File: src/rtl/fpc_pkg.sv
// fpc_pkg: constants and types of the flash protection command controller
package fpc_pkg;

  // ----------------------------------------------------------------------
  // clock and timing
  // ----------------------------------------------------------------------
  localparam int CLK_MHZ          = 125;
  localparam int ADDR_SETUP_NS    = 16;
  localparam int WE_PULSE_NS      = 40;
  localparam int READ_ACCESS_NS   = 80;
  localparam int BUS_HOLD_NS      = 16;
  localparam int PORTION_GAP_NS   = 2000;
  localparam int BUSY_SETTLE_NS   = 200;
  localparam int TIMEOUT_US       = 1000;
  // least times round up
  localparam int SETUP_CYC_I  = (ADDR_SETUP_NS * CLK_MHZ + 999) / 1000;
  localparam int WE_CYC_I     = (WE_PULSE_NS * CLK_MHZ + 999) / 1000;
  // two extra cycles cover the data synchroniser
  localparam int RD_CYC_I     = (READ_ACCESS_NS * CLK_MHZ + 999) / 1000 + 2;
  localparam int HOLD_CYC_I   = (BUS_HOLD_NS * CLK_MHZ + 999) / 1000;
  localparam int GAP_CYC_I    = (PORTION_GAP_NS * CLK_MHZ + 999) / 1000;
  localparam int SETTLE_CYC_I = (BUSY_SETTLE_NS * CLK_MHZ + 999) / 1000;
  localparam int TIMEOUT_CYC  = TIMEOUT_US * CLK_MHZ;
  localparam logic [7:0]  SETUP_CYC  = 8'(SETUP_CYC_I);
  localparam logic [7:0]  WE_CYC     = 8'(WE_CYC_I);
  localparam logic [7:0]  RD_CYC     = 8'(RD_CYC_I);
  localparam logic [7:0]  HOLD_CYC   = 8'(HOLD_CYC_I);
  localparam logic [8:0]  GAP_CYC    = 9'(GAP_CYC_I);
  localparam logic [23:0] SETTLE_CYC = 24'(SETTLE_CYC_I);

  // ----------------------------------------------------------------------
  // flash command cycles
  // ----------------------------------------------------------------------
  localparam logic [10:0] UNLOCK_ADDR1   = 11'h555;
  localparam logic [10:0] UNLOCK_ADDR2   = 11'h2AA;
  localparam logic [7:0]  UNLOCK_DATA1   = 8'hAA;
  localparam logic [7:0]  UNLOCK_DATA2   = 8'h55;
  localparam logic [7:0]  CMD_RESET      = 8'hF0;
  localparam logic [7:0]  CMD_PPB_PGM    = 8'h60;
  localparam logic [7:0]  DYB_SET_CODE   = 8'h01;
  localparam logic [7:0]  DYB_CLR_CODE   = 8'h00;
  // entry and action codes below are plain defaults, adjust per part
  localparam logic [7:0]  CMD_DYB_ENTRY  = 8'hE0;
  localparam logic [7:0]  CMD_PPB_ENTRY  = 8'hC0;
  localparam logic [7:0]  CMD_FRZ_ENTRY  = 8'h50;
  localparam logic [7:0]  CMD_UNLOCK     = 8'h28;
  localparam logic [7:0]  CMD_PWMODE     = 8'h48;
  localparam logic [7:0]  CMD_PSMODE     = 8'h49;
  localparam logic [7:0]  CMD_SECBIT     = 8'h4A;
  localparam logic [7:0]  CMD_ERASE      = 8'h30;
  localparam logic [7:0]  CMD_BIT_PGM    = 8'hA0;
  localparam logic [7:0]  CMD_VERIFY     = 8'h40;
  localparam logic [7:0]  CMD_PPB_STAT   = 8'h41;
  localparam logic [7:0]  CMD_FRZ_STAT   = 8'h58;
  localparam logic [7:0]  CMD_PROT_STAT  = 8'h59;
  localparam logic [1:0]  PW_LAST_IDX    = 2'h3;
  localparam int          SECT_LSB       = 12;
  localparam int          ADDR_BIT_SIX   = 6;

  // ----------------------------------------------------------------------
  // register map (word index on the avalon address)
  // ----------------------------------------------------------------------
  localparam logic [2:0] REG_CTRL   = 3'h0;
  localparam logic [2:0] REG_SECTOR = 3'h1;
  localparam logic [2:0] REG_PW_LO  = 3'h2;
  localparam logic [2:0] REG_PW_HI  = 3'h3;
  localparam logic [2:0] REG_STATUS = 3'h4;
  localparam logic [2:0] REG_RDATA  = 3'h5;
  localparam int CTRL_OP_LSB  = 0;
  localparam int CTRL_GO      = 8;
  localparam int CTRL_DYB_SET = 9;
  localparam int CTRL_PREPROG = 10;
  localparam int STAT_BUSY    = 0;
  localparam int STAT_DONE    = 1;
  localparam int STAT_TIMEOUT = 2;
  localparam int STAT_REFUSED = 3;

  typedef enum logic [3:0] {
    OP_RESET, OP_DYB, OP_PPB_PGM, OP_PPB_ERASE, OP_FRZ_SET, OP_UNLOCK,
    OP_PWMODE, OP_PSMODE, OP_SECBIT, OP_PPB_STAT, OP_FRZ_STAT, OP_PROT_STAT
  } fpc_op_t;

endpackage : fpc_pkg

File: src/rtl/fpc_bus_cycle.sv
// fpc_bus_cycle: one asynchronous flash read or write cycle on the pins
`timescale 1ns/1ps
module fpc_bus_cycle (
  // clock and reset
  input  wire logic        i_clk,
  input  wire logic        i_rst,
  // cycle request
  input  wire logic        i_req,
  input  wire logic        i_rd,
  input  wire logic [22:0] i_addr,
  input  wire logic [15:0] i_data,
  output logic             o_done,
  output logic [15:0]      o_rdata,
  // flash pins
  input  wire logic [15:0] i_dq,
  output logic [22:0]      o_addr,
  output logic [15:0]      o_dq,
  output logic             o_dq_oe,
  output logic             o_ce_n,
  output logic             o_oe_n,
  output logic             o_we_n
);
  import fpc_pkg::*;

  typedef enum logic [1:0] {PH_IDLE, PH_SETUP, PH_STROBE, PH_HOLD} fpc_ph_t;

  fpc_ph_t     phase;
  logic [7:0]  cnt;
  logic        rd;
  logic [15:0] dq_meta;
  logic [15:0] dq_sync;

  always_ff @(posedge i_clk or posedge i_rst) begin
    if (i_rst) begin
      dq_meta <= 16'h0000;
      dq_sync <= 16'h0000;
    end else begin
      dq_meta <= i_dq;
      dq_sync <= dq_meta;
    end
  end

  always_ff @(posedge i_clk or posedge i_rst) begin
    if (i_rst) begin
      phase   <= PH_IDLE;
      cnt     <= 8'h00;
      rd      <= 1'b0;
      o_done  <= 1'b0;
      o_rdata <= 16'h0000;
      o_addr  <= 23'h000000;
      o_dq    <= 16'h0000;
      o_dq_oe <= 1'b0;
      o_ce_n  <= 1'b1;
      o_oe_n  <= 1'b1;
      o_we_n  <= 1'b1;
    end else begin
      o_done <= 1'b0;
      unique case (phase)
        PH_IDLE: if (i_req) begin
          o_addr  <= i_addr;
          o_dq    <= i_data;
          o_dq_oe <= ~i_rd;
          rd      <= i_rd;
          o_ce_n  <= 1'b0;
          cnt     <= SETUP_CYC - 8'h01;
          phase   <= PH_SETUP;
        end
        PH_SETUP: if (cnt == 8'h00) begin
          o_oe_n <= ~rd;
          o_we_n <= rd;
          cnt    <= rd ? RD_CYC - 8'h01 : WE_CYC - 8'h01;
          phase  <= PH_STROBE;
        end else begin
          cnt <= cnt - 8'h01;
        end
        PH_STROBE: if (cnt == 8'h00) begin
          if (rd) begin
            o_rdata <= dq_sync;
          end
          o_oe_n <= 1'b1;
          o_we_n <= 1'b1;
          cnt    <= HOLD_CYC - 8'h01;
          phase  <= PH_HOLD;
        end else begin
          cnt <= cnt - 8'h01;
        end
        PH_HOLD: if (cnt == 8'h00) begin
          // data is held past the strobe's rising edge
          o_ce_n  <= 1'b1;
          o_dq_oe <= 1'b0;
          o_done  <= 1'b1;
          phase   <= PH_IDLE;
        end else begin
          cnt <= cnt - 8'h01;
        end
      endcase
    end
  end

endmodule : fpc_bus_cycle

File: src/rtl/fpc_host.sv
// fpc_host: host controller issuing sector protection commands to a flash
//
// How it works
// - host ends each mode lock or secured bit program with Read/Reset
// - dynamic bit write: sector on high address, 01h or 00h low byte
// - unlock portions spaced at least 2 us apart; exact 64-bit match; host times the gap only between portions of one unlock command
// - device busy about 1 us per portion; host waits for ready
// - full password unlock sequence is seven write cycles
// - persistent bit program: command 60h, address bit six low, sector
// - after persistent bit program, two cycles check margin
// - host refuses bulk erase unless CTRL_PREPROG is set by software, checks margin
//
// Chosen here: the register offsets and the Avalon-MM slave port.
`timescale 1ns/1ps
module fpc_host #(
  parameter int TIMEOUT_CYCLES = fpc_pkg::TIMEOUT_CYC
) (
  // clock and reset
  input  wire logic        i_clk,
  input  wire logic        i_rst,
  // avalon-mm slave
  input  wire logic [2:0]  i_avs_address,
  input  wire logic        i_avs_read,
  input  wire logic        i_avs_write,
  input  wire logic [31:0] i_avs_writedata,
  output logic [31:0]      o_avs_readdata,
  output logic             o_avs_waitrequest,
  // flash pins
  output logic [22:0]      o_flash_addr,
  output logic [15:0]      o_flash_dq,
  output logic             o_flash_dq_oe,
  input  wire logic [15:0] i_flash_dq,
  output logic             o_flash_ce_n,
  output logic             o_flash_oe_n,
  output logic             o_flash_we_n,
  input  wire logic        i_ready_busy_out
);
  import fpc_pkg::*;

  typedef enum logic [3:0] {
    ST_IDLE, ST_UNL1, ST_UNL2, ST_CMD, ST_GAP, ST_ACT, ST_SETTLE,
    ST_WAITRDY, ST_VFY, ST_RD, ST_RST
  } fpc_st_t;

  fpc_st_t     state;
  fpc_op_t     op;
  logic        issued;
  logic        breq;
  logic        bus_done;
  logic [15:0] bus_rdata;
  logic [1:0]  pidx;
  logic [8:0]  gap_cnt;
  logic [23:0] wait_cnt;
  logic        rdy_meta;
  logic        rdy_sync;
  logic [3:0]  ctrl_op;
  logic        dyb_set;
  logic        preprog_ack;
  logic [10:0] sector;
  logic [63:0] password;
  logic        st_done;
  logic        st_timeout;
  logic        st_refused;
  logic [15:0] rdata;
  logic        go;
  logic        acc;
  logic        next_rd;
  logic [22:0] next_addr;
  logic [15:0] next_data;
  logic        issue_state;

  // ----------------------------------------------------------------------
  // command code of the third unlock cycle
  // ----------------------------------------------------------------------
  function automatic logic [7:0] fpc_entry(input fpc_op_t o);
    unique case (o)
      OP_DYB:       fpc_entry = CMD_DYB_ENTRY;
      OP_PPB_PGM:   fpc_entry = CMD_PPB_ENTRY;
      OP_PPB_ERASE: fpc_entry = CMD_PPB_ENTRY;
      OP_FRZ_SET:   fpc_entry = CMD_FRZ_ENTRY;
      OP_UNLOCK:    fpc_entry = CMD_UNLOCK;
      OP_PWMODE:    fpc_entry = CMD_PWMODE;
      OP_PSMODE:    fpc_entry = CMD_PSMODE;
      OP_SECBIT:    fpc_entry = CMD_SECBIT;
      OP_PPB_STAT:  fpc_entry = CMD_PPB_STAT;
      OP_FRZ_STAT:  fpc_entry = CMD_FRZ_STAT;
      OP_PROT_STAT: fpc_entry = CMD_PROT_STAT;
      default:      fpc_entry = CMD_RESET;
    endcase
  endfunction : fpc_entry

  // ----------------------------------------------------------------------
  // avalon slave: one wait state on every access
  // ----------------------------------------------------------------------
  assign acc = (i_avs_read | i_avs_write) & ~o_avs_waitrequest;
  assign go  = acc & i_avs_write & (i_avs_address == REG_CTRL) &
               i_avs_writedata[CTRL_GO];

  always_ff @(posedge i_clk or posedge i_rst) begin
    if (i_rst) begin
      o_avs_waitrequest <= 1'b1;
    end else begin
      o_avs_waitrequest <= ~((i_avs_read | i_avs_write) & o_avs_waitrequest);
    end
  end

  always_ff @(posedge i_clk or posedge i_rst) begin
    if (i_rst) begin
      o_avs_readdata <= 32'h00000000;
    end else if ((i_avs_read | i_avs_write) & o_avs_waitrequest) begin
      unique case (i_avs_address)
        REG_CTRL:   o_avs_readdata <= {21'h000000, preprog_ack, dyb_set,
                                       1'b0, 4'h0, ctrl_op};
        REG_SECTOR: o_avs_readdata <= {21'h000000, sector};
        REG_PW_LO:  o_avs_readdata <= password[31:0];
        REG_PW_HI:  o_avs_readdata <= password[63:32];
        REG_STATUS: o_avs_readdata <= {28'h0000000, st_refused, st_timeout,
                                       st_done, state != ST_IDLE};
        REG_RDATA:  o_avs_readdata <= {16'h0000, rdata};
        default:    o_avs_readdata <= 32'h00000000;
      endcase
    end
  end

  always_ff @(posedge i_clk or posedge i_rst) begin
    if (i_rst) begin
      ctrl_op     <= 4'h0;
      dyb_set     <= 1'b0;
      preprog_ack <= 1'b0;
      sector      <= 11'h000;
      password    <= 64'hFFFFFFFFFFFFFFFF;
    end else if (acc & i_avs_write) begin
      unique case (i_avs_address)
        REG_CTRL: begin
          ctrl_op     <= i_avs_writedata[CTRL_OP_LSB +: 4];
          dyb_set     <= i_avs_writedata[CTRL_DYB_SET];
          preprog_ack <= i_avs_writedata[CTRL_PREPROG];
        end
        REG_SECTOR: sector <= i_avs_writedata[10:0];
        REG_PW_LO:  password[31:0]  <= i_avs_writedata;
        REG_PW_HI:  password[63:32] <= i_avs_writedata;
        default: ;
      endcase
    end
  end

  // ----------------------------------------------------------------------
  // ready pin synchroniser
  // ----------------------------------------------------------------------
  always_ff @(posedge i_clk or posedge i_rst) begin
    if (i_rst) begin
      rdy_meta <= 1'b0;
      rdy_sync <= 1'b0;
    end else begin
      rdy_meta <= i_ready_busy_out;
      rdy_sync <= rdy_meta;
    end
  end

  // ----------------------------------------------------------------------
  // cycle contents per state
  // ----------------------------------------------------------------------
  assign issue_state = state inside {ST_UNL1, ST_UNL2, ST_CMD, ST_ACT,
                                     ST_VFY, ST_RD, ST_RST};

  always_comb begin
    next_rd   = 1'b0;
    next_addr = {sector, 12'h000};
    next_data = 16'h0000;
    unique case (state)
      ST_UNL1: begin
        next_addr = {12'h000, UNLOCK_ADDR1};
        next_data = {8'h00, UNLOCK_DATA1};
      end
      ST_UNL2: begin
        next_addr = {12'h000, UNLOCK_ADDR2};
        next_data = {8'h00, UNLOCK_DATA2};
      end
      ST_CMD: begin
        next_addr = {12'h000, UNLOCK_ADDR1};
        next_data = {8'h00, fpc_entry(op)};
      end
      ST_ACT: begin
        unique case (op)
          OP_DYB: next_data = {8'h00,
                    dyb_set ? DYB_SET_CODE : DYB_CLR_CODE};
          OP_PPB_PGM: begin
            next_addr[ADDR_BIT_SIX] = 1'b0;
            next_data = {8'h00, CMD_PPB_PGM};
          end
          OP_PPB_ERASE: next_data = {8'h00, CMD_ERASE};
          OP_FRZ_SET:   next_data = {8'h00, CMD_BIT_PGM};
          OP_UNLOCK: begin
            next_addr = {21'h000000, pidx};
            next_data = password[{pidx, 4'h0} +: 16];
          end
          OP_PWMODE, OP_PSMODE, OP_SECBIT:
            next_data = {8'h00, CMD_BIT_PGM};
          default: next_rd = 1'b1;
        endcase
      end
      ST_VFY: begin
        next_addr[ADDR_BIT_SIX] = 1'b0;
        next_data = {8'h00, CMD_VERIFY};
      end
      ST_RD:  next_rd = 1'b1;
      ST_RST: next_data = {8'h00, CMD_RESET};
      default: ;
    endcase
  end

  // ----------------------------------------------------------------------
  // sequencer
  // ----------------------------------------------------------------------
  always_ff @(posedge i_clk or posedge i_rst) begin
    if (i_rst) begin
      state      <= ST_IDLE;
      op         <= OP_RESET;
      issued     <= 1'b0;
      breq       <= 1'b0;
      pidx       <= 2'h0;
      gap_cnt    <= 9'h000;
      wait_cnt   <= 24'h000000;
      st_done    <= 1'b0;
      st_timeout <= 1'b0;
      st_refused <= 1'b0;
      rdata      <= 16'h0000;
    end else begin
      breq <= 1'b0;
      if (gap_cnt != 9'h000) begin
        gap_cnt <= gap_cnt - 9'h001;
      end
      if (go && state != ST_IDLE) begin
        st_refused <= 1'b1;
      end
      if (issue_state && !issued) begin
        breq   <= 1'b1;
        issued <= 1'b1;
      end
      unique case (state)
        ST_IDLE: if (go) begin
          op         <= fpc_op_t'(i_avs_writedata[CTRL_OP_LSB +: 4]);
          pidx       <= 2'h0;
          st_done    <= 1'b0;
          st_timeout <= 1'b0;
          st_refused <= 1'b0;
          if (fpc_op_t'(i_avs_writedata[CTRL_OP_LSB +: 4]) == OP_PPB_ERASE
              && !i_avs_writedata[CTRL_PREPROG]) begin
            st_refused <= 1'b1;
          end else if (i_avs_writedata[CTRL_OP_LSB +: 4] == 4'(OP_RESET)) begin
            state <= ST_RST;
          end else begin
            state <= ST_UNL1;
          end
        end
        ST_UNL1: if (bus_done) begin
          issued <= 1'b0;
          state  <= ST_UNL2;
        end
        ST_UNL2: if (bus_done) begin
          issued <= 1'b0;
          state  <= ST_CMD;
        end
        ST_CMD: if (bus_done) begin
          issued <= 1'b0;
          state  <= ST_ACT;
        end
        ST_GAP: if (gap_cnt == 9'h000) begin
          state <= ST_ACT;
        end
        ST_ACT: if (bus_done) begin
          issued   <= 1'b0;
          wait_cnt <= 24'h000000;
          if (next_rd) begin
            rdata <= bus_rdata;
          end
          if (op == OP_UNLOCK) begin
            gap_cnt <= GAP_CYC;
          end
          unique case (op)
            OP_DYB, OP_FRZ_SET, OP_PPB_STAT, OP_FRZ_STAT, OP_PROT_STAT:
              state <= ST_RST;
            default: state <= ST_SETTLE;
          endcase
        end
        ST_SETTLE: begin
          // busy may assert late; wait before trusting ready
          wait_cnt <= wait_cnt + 24'h000001;
          if (wait_cnt == SETTLE_CYC) begin
            wait_cnt <= 24'h000000;
            state    <= ST_WAITRDY;
          end
        end
        ST_WAITRDY: begin
          wait_cnt <= wait_cnt + 24'h000001;
          if (rdy_sync) begin
            if (op == OP_UNLOCK && pidx != PW_LAST_IDX) begin
              pidx  <= pidx + 2'h1;
              state <= ST_GAP;
            end else if (op == OP_PPB_PGM || op == OP_PPB_ERASE) begin
              state <= ST_VFY;
            end else begin
              state <= ST_RST;
            end
          end else if (wait_cnt >= 24'(TIMEOUT_CYCLES)) begin
            st_timeout <= 1'b1;
            state      <= ST_RST;
          end
        end
        ST_VFY: if (bus_done) begin
          issued <= 1'b0;
          state  <= ST_RD;
        end
        ST_RD: if (bus_done) begin
          issued <= 1'b0;
          rdata  <= bus_rdata;
          state  <= ST_RST;
        end
        ST_RST: if (bus_done) begin
          issued  <= 1'b0;
          st_done <= 1'b1;
          state   <= ST_IDLE;
        end
      endcase
    end
  end

  fpc_bus_cycle u_bus (
    .i_clk   (i_clk),
    .i_rst   (i_rst),
    .i_req   (breq),
    .i_rd    (next_rd),
    .i_addr  (next_addr),
    .i_data  (next_data),
    .o_done  (bus_done),
    .o_rdata (bus_rdata),
    .i_dq    (i_flash_dq),
    .o_addr  (o_flash_addr),
    .o_dq    (o_flash_dq),
    .o_dq_oe (o_flash_dq_oe),
    .o_ce_n  (o_flash_ce_n),
    .o_oe_n  (o_flash_oe_n),
    .o_we_n  (o_flash_we_n)
  );

endmodule : fpc_host

File: config.mk
export PLATFORM = sky130hd
export DESIGN_NAME = fpc_host
export DESIGN_NICKNAME = d
export VERILOG_FILES = /design/src/rtl/fpc_pkg.sv /design/src/rtl/fpc_bus_cycle.sv /design/src/rtl/fpc_host.sv
export SDC_FILE = /design/constraint.sdc
export NUM_CORES = 1
export LEC_CHECK = 0
export ABC_AREA = 1
export BUFFER_PORTS_ARGS = -buffer_cell sky130_fd_sc_hd__buf_2
export CORE_MARGIN = 2
export CORE_UTILIZATION = 55
export DETAILED_ROUTE_END_ITERATION = 6
export PLACE_DENSITY = 0.75
export SLEW_MARGIN = 10
export SYNTH_ARGS = -nofsm -noshare
export SYNTH_HDL_FRONTEND = slang
export SYNTH_SLANG_ARGS = --single-unit
File: constraint.sdc
create_clock -name i_clk -period 22.7 [get_ports i_clk]
set_clock_uncertainty 0.1 [all_clocks]
set_input_delay 1.135 -clock i_clk [delete_from_list [all_inputs] [get_ports i_clk]]
set_output_delay 1.135 -clock i_clk [all_outputs]
set_load 0.01 [all_outputs]
# Word level (Yosys, flattened, before mapping)
# Memories as Yosys holds them, arrays and structs flattened.
# Index checks and enable logic that the tools add are counted.
[totals] in_bits=56 n_memories=1 regBits=283 elab_cells=230 ram_bits=0 out_inout_bits=76 latchBits=0 rom_bits=112
[memory_table] name="(no name shown)" depth=16 word_bits=7 rd=1 rd_ports_with_merged_regs=0 write_ports=0 line="fpc_host.sv:76" rtl="unique case (o)"
[op_classes] n_mux=81 n_lt_le_gt_ge=1 eq_ne=54 multipliers=0 n_div=0 bitwise=10 add_sub_neg=4 reduce_logical=44 shift=1
[op_table] op="32-bit case mux with 6 select lines" n=1
[op_table] op="16-bit case mux with 6 select lines" n=1
[op_table] op="16-bit case mux with 5 select lines" n=1
[op_table] op="24-bit case mux with 3 select lines" n=1
[op_table] op="4-bit 2-to-1 mux" n=17
[op_table] op="16-bit 2-to-1 mux" n=4
[op_table] op="64-bit by 7-bit variable part select with 16-bit output" n=1
[op_table] op="24-bit 2-to-1 mux" n=2
[op_table] op="16-bit case mux with 3 select lines" n=1
[op_table] op="4-bit case mux with 11 select lines" n=1
[op_table] op="9-bit 2-to-1 mux" n=4
[op_table] op="4-bit by 3-bit equality test with 1-bit output (second input constant)" n=8
[op_table] op="8-bit 2-to-1 mux" n=4
[op_table] op="16-bit case mux with 2 select lines" n=1
[op_table] op="8-bit case mux with 4 select lines" n=1
[op_table] op="4-bit equality test (second input constant)" n=7
[op_table] op="24-bit by 1-bit adder with 24-bit output (second input constant)" n=1
[op_table] op="24-bit by 5-bit equality test with 1-bit output (second input constant)" n=1
[op_table] op="24-bit by 17-bit greater-or-equal comparator with 1-bit output (second input constant)" n=1
[op_table] op="1-bit 2-to-1 mux" n=23
[op_table] op="2-bit by 1-bit != test with 1-bit output (second input constant)" n=11
[op_table] op="2-bit != test (second input constant)" n=11
[op_table] op="4-bit by 2-bit equality test with 1-bit output (second input constant)" n=5
[op_table] op="2-bit 2-to-1 mux" n=9
[op_table] op="39 further kinds" n=78

# Depth between registers and ports, before layout
# Gate-level depths: netlist of run 1.
[depth] word_depth=9 mapped_depth=11

# Cells and area by module
# From an unflattened synthesis of run 1, not the netlist that was laid out.
[unflattened] cells_unflattened=1531 area_unflattened_um2=13440.4
[modules_own_cells] module="fpc_host" instances=1 area_each_um2=9416.5 cells_per_inst=1206 seq_area_each_um2=4585.6
[modules_own_cells] module="fpc_bus_cycle" instances=1 area_each_um2=4023.9 cells_per_inst=325 seq_area_each_um2=2581.2

# Worst setup path after synthesis of run 1
# Ideal clock, no wire load.
[synth_timing] path_kind="input-to-reg" start="in i_avs_write" end="reg state[1]" path_slack_ns=20.423 path_buffers=0 required_ns=22.483 arrival_ns=2.060 setup_time_ns=0.117 stages=9 cell_sequence="inv_1 nor2_1 nand4_1 nand2_1 nand2_1 nor2_2 nand3_2 nand2_1 nand2_1"
[synth_via] elab_chain_len=7
[synth_lines] element="start: declaration" line="fpc_host.sv:24" rtl="input wire logic i_avs_write,"
[synth_lines] element="1-bit bitwise OR" line="fpc_host.sv:95" rtl="assign acc = (i_avs_read | i_avs_write) & ~o_avs_waitrequest;"
[synth_lines] element="1-bit AND" line="fpc_host.sv:95"
[synth_lines] element="1-bit AND * (3 in series)" line="fpc_host.sv:96" rtl="assign go = acc & i_avs_write & (i_avs_address == REG_CTRL) &"
[synth_lines] element="2-bit != test (no source line) *"
[synth_lines] element="12-bit AND reduction (no source line) *"
[synth_lines] element="end signal: assignment" line="fpc_host.sv:217" rtl="state <= ST_IDLE;"
[synth_lines] element="end signal: assignment" line="fpc_host.sv:251" rtl="state <= ST_RST;"
[synth_lines] element="end signal: assignment" line="fpc_host.sv:253" rtl="state <= ST_UNL1;"
[synth_lines] element="end: declaration" line="fpc_host.sv:45" rtl="fpc_st_t state;"
# Every way passes the cells marked *; elsewhere a longest branch is shown, timed or not.
# A chain may end at the register's enable or synchronous reset.

# Worst setup path in the final report of run 1
[layout_timing] start="in i_avs_address[0]" end="reg password[31]"
[layout_via] elab_chain_len=2
[layout_lines] element="start: declaration" line="fpc_host.sv:22" rtl="input wire logic [2:0] i_avs_address,"
[layout_lines] element="3-bit by 2-bit equality test with 1-bit output" line="fpc_host.sv:133" rtl="unique case (i_avs_address)"
[layout_lines] element="2-bit AND reduction (no source line)"
[layout_lines] element="end signal: assignment" line="fpc_host.sv:140" rtl="REG_PW_LO: password[31:0] <= i_avs_writedata;"
[layout_lines] element="end: declaration" line="fpc_host.sv:60" rtl="logic [63:0] password;"
# No other way between the ends.

==> flow_summary.ini, run 1 <==
[run_status]
status = finished, final reports clean

[yosys]
synth_area_um2 = 13000
ys_seq_area_share_pct = 54.0
yosysTopAreaCell = dfrtp_1
synthFlopType = dfrtp_1
synth_edf_count = 0
yosys_warnings = 0
synth_cell_types = 55
syn_avg_cell_area_um2 = 8.46
synth_nets = 1601
synth.most_common_cell = nand2_1
ys_seq_elements = 276
postSynthCellCount = 1532
async_flop_share_pct = 100
synth_common_cells = nand2_1, dfrtp_1, o21ai_0
yosys-top-cells-area = dfrtp_1, dfstp_2, nand2_1, o21ai_0, inv_1
synth_top_area_share_pct = 40.2

[placement]
dp.cells = 1926
post_dp_cell_area_um2 = 13800
gp_congestion = 0.922
portBuffers = 130
hpwlAfterDp_um = 23100

[power]
intPower_uw = 1070
pwr-share-seq_pct = 43.3
clock_power_share_pct = 29.6
switching_share_pct = 34.9
vdd_drop_max_mv = 0.0793
p_per_area_nw_per_um2 = 111
p_comb_share_pct = 27.1
leakage_uw = 0.00732
power_switching_uw = 574

[die]
dieArea_um2 = 24800
dieHeight_um = 157
die_w_um = 157
rows = 56
initial_core_util_pct = 55.5
ios = 132
core_um2 = 23300

[cts]
clk_pin_slew_ns = 0.06
clk_latency_ns = 0.55
htreeDepth = 1
numClockSinks = 276
clock-root-buffer = clkbuf_16
clockBufferDepth = 3
postCtsSetupBuffers = 0
cts_hold_buf = 0
cts_resized = 0
cts_tree = yes
cts_buffers = 28

[final_layout]
finalNetCount = 1706
stdcell_count = 1979
area_delta_synth_final_pct = 13.9
drive_above_1_share_pct = 18.3
final_util_pct = 63.2
final_cell_area_um2 = 14800

[drt]
viasPerCell = 5.50
route.vias.total = 10900
routedWlPerCell_um = 16.8
dr.pass1.iters = 6
final_antenna_net_count = 0
drt_iter0_drc = 987
drc = 0
drt-total-wl_um = 33200

[timing]
slew_viol_final = 0
finalHoldViolations = 0
post-route-period-util_pct = 12.5
clock.fmax_ghz = 0.352
fin_crit_ns = 2.84
hold_ws_ns = 0.245
tightest_slew_ns = 1.05
rsz0062_at_grt = false
fin_tns_setup_ns = 0
maxSlewHeadroom_pct = 29.7
setup_violations = 0

[worst_setup_path]
crit_type = input port to flop
crit_buf_inv = 4
worst_setup_path_start_kind = input port
path_common_cell = inv_1
critical_path.slowest_cell = nand2_2
worstRegToRegCells = 7
crit_path_max_fanout = 64
cp_cell_sequence = buf_2, inv_1, nand3_1, inv_1, buf_4, nand2_2, o21ai_0
critPathArrivalTime_ns = 3.19
worstPathRequired_ns = 23.05
crit_path_max_incr_delay_ns = 0.69
critPathCaptureType = flop
crit_family = simple AND/OR/NAND/NOR gates
cp.depth = 7

[global_route]
grt_pass1_wl_um = 52800
antenna_found_initial = 4
grt_pass1_vias = 9999
grt_max_degree = 124
grt.overflow.total = 0
grt_use_total_pct = 27.1

[worst_hold_path]
min_path_type = flop to flop
holdPathStages = 0

[flow_run]
drv_cap = 0
## stage by stage
stage	total power [uW]	setup WS, ns
after floorplan	1020	13.97
after global placement	1140	19.44
after detailed placement	1160	19.35
after CTS	1640	19.92
after global routing	1740	19.70
final	1640	19.86
## logic make-up (layout without fill, tap and decap cells)
family,after synthesis,count (layout),share of synthesized area (%)
AND/OR/NAND/NOR,727,727,23.4
AO/OA/AOI/OAI,278,278,12.1
flip-flops,276,276,54.0
buffers and inverters,202,328,6.57
XOR/XNOR,20,20,1.35
multiplexers,15,15,1.33
adder cells (fa/ha/maj),13,13,1.26
other,1,3,0.0289
## registers in the layout, indices dropped and copies added (netlist names), 2 cells and up, named ones only
| register | flops |
|---|---|
| u_bus.cnt | 8 |
| rdata | 16 |
| ctrl_op | 4 |
| password | 64 |
| u_bus.dq_meta | 16 |
| pidx | 2 |
| wait_cnt | 24 |
| op | 4 |
| u_bus.o_dq | 16 |
| u_bus.phase | 2 |
| sector | 11 |
| u_bus.o_addr | 16 |
| u_bus.o_rdata | 16 |
| state | 4 |
| gap_cnt | 9 |
| u_bus.dq_sync | 16 |
| o_avs_readdata | 32 |
## worst paths after layout
check / startpoint / slack [ns] / endpoint
worst min register to register: u_bus.dq_meta[12] / 0.25 / u_bus.dq_sync[12]
max in group asynchronous: i_rst / 20.29 / u_bus.o_dq[8]
worst min-delay path: u_bus.dq_meta[12] / 0.25 / u_bus.dq_sync[12]
worst max register to register: op[3] / 20.06 / u_bus.o_addr[17]
min in group asynchronous: i_rst / 0.64 / u_bus.dq_meta[13]
worst max-delay path: i_avs_address[0] / 19.86 / password[31]
## final cells by class
cell class	instances	area [um^2]
fillers	1984	8580
flip-flops and latches	276	6990
multi-input cells	1054	5130
clock buffers	37	785
repair buffers	140	726
inverters	137	527
well taps	319	399
clock inverters	14	189
diodes	2	5.00
## placed cells by master, fill, tap and decap left out, types with 28 or more instances in the layout
| cell type | count |
|---|---|
| dfrtp_1 | 208 |
| clkbuf_16 | 28 |
| buf_2 | 130 |
| nand3_1 | 90 |
| dfstp_2 | 68 |
| o21ai_0 | 165 |
| nor2_1 | 108 |
| inv_1 | 130 |
| nand2_1 | 464 |
| a21oi_1 | 47 |
## routing by layer
layer	global-route usage (%)	part of all wire [%]	vias to the layer above
met5	0	0.090	-
met4	6.88	2.6	4
met3	5.42	7.8	72
met2	40.5	44	410
met1	40.5	46	5199
li1	-	-	5200
## power groups by stage
stage	sequential, uW	combinational [uW]	clock, uW
3_5_place_dp	715	441	0
6_report	711	445	486
4_1_cts	708	444	490
3_3_place_gp	712	427	0
5_1_grt	725	505	510
2_1_floorplan	703	320	0
No activity file was read; power rests on OpenSTA's default activity.
==> run 2, diff against run 1 <==
clock period = 2.63 ns   (was 22.7 ns; I/O delays follow)
==> flow_summary.ini, run 2 (same netlist as run 1, synthesis figures left out) <==
[cts]
clk_pin_slew_ns = 0.06
clk_latency_ns = 0.56
cts_tree = yes
cts_resized = 0
numClockSinks = 276
htreeDepth = 1
clockBufferDepth = 3
clock-root-buffer = clkbuf_16
cts_buffers = 29

[final_layout]
fillCellCount = 1922
top_register = password
finalNetCount = 1777
seq_area_um2 = 6990
largest_register_ffs = 64
top_regs = password x64, o_avs_readdata x32, wait_cnt x24
drive_above_1_share_pct = 18.9
area_delta_synth_final_pct = 19.6
layout_commonest_cell = nand2_1
multi_input_area_um2 = 5130
final_util_pct = 66.4
layout_common_cells = nand2_1, dfrtp_1, o21ai_0

[global_route]
grt_pass1_wl_um = 56300
grt_use_total_pct = 28.9
grt_pass1_vias = 10600
grt.overflow.total = 0
grt_max_degree = 106
antenna_found_initial = 2

[power]
p_per_area_nw_per_um2 = 941
vdd_drop_max_mv = 0.643
leakage_uw = 0.00765

[drt]
wl_met2_um = 15700
route.vias.total = 11300
drt-total-wl_um = 35200
viasPerCell = 5.49
dr.pass1.iters = 5
routedWlPerCell_um = 17.2
drt_iter0_drc = 924
drt-met1-wl_um = 16000
final_antenna_net_count = 0
top_layer_used = met5
drc = 0
met3_length_um = 2750

[flow_run]
drv_cap = 0

[timing]
clock.fmax_ghz = 0.447
tightest_slew_ns = 1.17
fin_crit_ns = 2.24
slew_viol_final = 0
post-route-period-util_pct = 85.1
maxSlewHeadroom_pct = 21.7
finalHoldViolations = 0
worst_slack_ns = 0.392
setup_violations = 0
rsz0062_at_grt = false

[worst_setup_path]
cp_cell_sequence = dlygate4sd3_1, buf_2, o21ai_4, inv_1, o22a_1
crit_path_max_fanout = 52
crit_type = input port to flop
critical_path.slowest_cell = o21ai_4
worst_setup_path_start_kind = input port
crit_path_max_incr_delay_ns = 0.91
worstPathRequired_ns = 2.98
critPathCaptureType = flop
critPathArrivalTime_ns = 2.59
worstRegToRegCells = 8

[die]
initial_core_util_pct = 55.5
core_um2 = 23300
die_w_um = 157
rows = 56
dieHeight_um = 157
dieArea_um2 = 24800
ios = 132

[placement]
hpwlAfterDp_um = 24200
place_ws_ns = 0.368
gp_congestion = 0.924
portBuffers = 130

[run_status]
status = finished, final reports clean

[worst_hold_path]
min_path_type = input port to asynchronous set/reset pin
[run 2: changes by cell type in the layout (fill, tap and decap cells not counted), sizes merged]
cell | previous run | this run
dlygate4sd3 | 0 | 52
buf | 140 | 158
diode | 2 | 1
clkinvlp | 2 | 5
bufinv | 4 | 5
clkbuf | 37 | 35
inv | 134 | 135
clkinv | 11 | 9
[run 2: worst paths after layout]
| check | from | to | slack, ns |
|---|---|---|---|
| setup / recovery | i_avs_write | o_avs_readdata[2] | 0.39 |
| hold / removal | i_rst | u_bus.dq_sync[1] | 0.05 |
| setup reg to reg | op[3] | rdata[14] | 0.53 |
| hold reg to reg | u_bus.dq_meta[0] | u_bus.dq_sync[0] | 0.25 |
| max in group asynchronous | i_rst | password[52] | 1.47 |
| min in group i_clk | i_avs_address[0] | st_refused | 0.09 |
[run 2: where the power goes]
| group | leakage, uW | switching (uW) | internal (uW) |
|---|---|---|---|
| Combinational | 0.00376 | 2550 | 1440 |
| Clock | 0.000498 | 1760 | 2640 |
| Sequential | 0.00340 | 776 | 5400 |
[run 2: worst max-delay path: cells and delay by family]
kind / cells / cell delay (ns)
AOI/OAI and AO/OA: 2 / 1.26
buffers and inverters: 3 / 1.19
[run 2: what timing repair did]
item,4_1_cts,5_1_grt
hold buffers,52,0
setup buffers,0,0
endpoints found under the hold margin,231,0
[run 2: per-layer routing]
layer / track usage [%] / vias to the layer above
met1: 43.2 / 5418
met4: 7.49 / 2
met2: 43.8 / 437
li1: - / 5330
met5: 0 / -
met3: 5.26 / 72
[run 2: metrics by stage]
stage	cells	setup TNS, ns	hold WS (ns)	total power, uW	instance area [um^2]
final	2049	0	0.0527	14600	15500
after floorplan	1532	-265.51	0.0629	8830	13000
after detailed placement	1944	0	0.0867	10100	13900
after CTS	2048	0	0.0437	14600	15500
after global placement	1944	0	0.0758	9950	13900
after global routing	2048	0	0.0844	15400	15500
[run 2: cell type report]
| cell class | count | share of cell area [%] |
|---|---|---|
| Inverter | 137 | 3.38 |
| Tap cell | 319 | 2.58 |
| Sequential cell | 276 | 45.1 |
| Clock inverter | 17 | 1.59 |
| Clock buffer | 35 | 5.09 |
| Timing Repair Buffer | 210 | 9.08 |
| Antenna cell | 1 | 0.0162 |
| Multi-Input combinational cell | 1054 | 33.1 |
==> run 3, diff against run 2 <==
ABC_AREA = not set   (was 1)
==> flow_summary.ini, run 3 <==
[run_status]
status = finished, final reports clean

[final_layout]
layout_common_cells = dfrtp_1, buf_2, mux2_2
final_cell_area_um2 = 15200
largest_register_ffs = 64
drive_above_1_share_pct = 34.7
area_delta_synth_final_pct = 19.9
layout_commonest_cell = dfrtp_1
finalNetCount = 1337
antenna_cells = 0
top_register = password
fillCellCount = 1649
top_regs = password x64, o_avs_readdata x32, wait_cnt x24

[drt]
routedWlPerCell_um = 19.8
route.vias.total = 9282
drt-total-wl_um = 31200
viasPerCell = 5.90
final_antenna_net_count = 0
drt_iter0_drc = 650
drc = 0
dr.pass1.iters = 5

[timing]
maxSlewHeadroom_pct = 34.6
finalHoldViolations = 0
tightest_slew_ns = 0.980
setup_violations = 0
slew_viol_final = 0
fin_crit_ns = 2.39
hold_ws_ns = 0.0889
post-route-period-util_pct = 90.9
clock.fmax_ghz = 0.418
fin_tns_setup_ns = 0
rsz0062_at_grt = false

[global_route]
grt.overflow.total = 0
grt_pass1_vias = 9441
grt_max_degree = 109
grt_use_total_pct = 26.1
antenna_found_initial = 0
grt_pass1_wl_um = 50000

[yosys]
synth_top_area_share_pct = 41.0
ys_seq_elements = 276
synth_cell_types = 73
postSynthCellCount = 1081
synth_nets = 1150
ys_seq_area_share_pct = 55.1
yosysTopAreaCell = dfrtp_1
yosys-top-cells-area = dfrtp_1, dfstp_2, mux2_2, nand2_1, o21ai_0
synthFlopType = dfrtp_1
syn_avg_cell_area_um2 = 11.7
yosys_warnings = 0
async_flop_share_pct = 100
synth.most_common_cell = dfrtp_1
synth_area_um2 = 12700
synth_common_cells = dfrtp_1, mux2_2, nand2_1
synth_edf_count = 0

[power]
p_per_area_nw_per_um2 = 924
p_comb_share_pct = 27.9
clock_power_share_pct = 28.6
pwr-share-seq_pct = 43.6
vdd_drop_max_mv = 0.606
power_switching_uw = 4490
leakage_uw = 0.00689
switching_share_pct = 31.9
intPower_uw = 9580

[cts]
clockBufferDepth = 3
cts_tree = yes
numClockSinks = 276
cts_buffers = 28
clk_latency_ns = 0.54
clock-root-buffer = clkbuf_16
clk_pin_slew_ns = 0.06
htreeDepth = 1
postCtsSetupBuffers = 0

[worst_setup_path]
critPathArrivalTime_ns = 2.71
worstPathRequired_ns = 2.95
rr_startpoint = op[3]
critPathCaptureType = flop
crit_type = flop to flop
startpoint = op[3]
crit_path_max_fanout = 16
worst_setup_path_start_kind = flop

[placement]
hpwlAfterDp_um = 21400
gp_congestion = 0.951
portBuffers = 130
post_dp_cell_area_um2 = 13800

[die]
rows = 55
dieArea_um2 = 24300
dieHeight_um = 156
ios = 132
die_w_um = 156
core_um2 = 22600
initial_core_util_pct = 56.0

[worst_hold_path]
min_path_type = input port to flop
worstHoldStart = i_avs_address[1]

[flow_run]
drv_cap = 0
[run 3: timing repair]
item                                    in CTS  in global routing
hold buffers                                52                  0
endpoints found under the hold margin      145                  0
endpoints found under the setup margin       6                  8
resized for setup                            1                  1
[run 3: cell type report]
class                      count  area (um^2)  share of cell area [%]
timing repair buffer         227         1610                    10.6
multi-input combinational    708         5220                    34.3
inverter                      27          105                   0.691
sequential                   276         6990                    45.9
tap                          285          357                    2.34
clock buffer                  42          845                    5.55
clock inverter                 9         95.1                   0.625
[run 3: per-layer routing]
| layer | wire length [um] | GRT usage (%) |
|---|---|---|
| met1 | 13100 | 34.4 |
| met2 | 15500 | 44.1 |
| met3 | 1860 | 4.69 |
| met4 | 773 | 8.56 |
| met5 | 0 | 0 |
[run 3: power by group through the flow]
stage | clock network (uW) | logic [uW] | registers, uW
global placement | 0 | 3730 | 6130
detailed placement | 0 | 3790 | 6180
floorplan | 0 | 2800 | 5980
CTS | 4090 | 3890 | 6110
finish | 4020 | 3920 | 6130
global route | 4280 | 4300 | 6240
[run 3: worst paths after layout]
| check | endpoint | slack, ns | cells after the start |
|---|---|---|---|
| max reg2reg | rdata[7] | 0.24 | 8 |
| max | rdata[7] | 0.24 | 8 |
| max in group asynchronous | password[59] | 1.37 | 4 |
| min | o_avs_readdata[2] | 0.09 | 4 |
| min reg2reg | u_bus.dq_sync[4] | 0.25 | 0 |
| min in group asynchronous | u_bus.o_addr[14] | 0.13 | 3 |
[run 3: worst max-delay path: stages, from the launching register on]
cell and delay [ns]:
dfrtp_1 0.41, inv_1 0.11, ha_1 0.25, o21ai_0 0.09
nand2_1 0.08, nor3_1 0.22, o21ai_1 0.16, or2_2 0.50
mux2_2 0.35
[run 3: cell families (layout without fill, tap and decap cells)]
group	count (synthesis)	in the layout	share of synthesized area, %
AO/OA/AOI/OAI	224	224	11.8
adder cells (fa/ha/maj)	13	13	1.28
multiplexers	148	148	14.5
XOR/XNOR	31	31	2.14
flip-flops	276	276	55.1
AND/OR/NAND/NOR	291	291	11.3
buffers and inverters	97	305	3.84
other	1	1	0.0296
[run 3: stage by stage]
| step | utilization, % | total power (uW) | cells | setup slack, ns |
|---|---|---|---|---|
| 4_1_cts | 67.2 | 14100 | 1574 | 0.172 |
| 3_3_place_gp | 60.8 | 9860 | 1471 | 0.110 |
| 5_1_grt | 67.2 | 14800 | 1574 | 0.0974 |
| 6_report | 67.2 | 14100 | 1574 | 0.239 |
| 3_5_place_dp | 60.8 | 9970 | 1471 | 0.0254 |
| 2_1_floorplan | - | 8790 | 1081 | -1.20 |
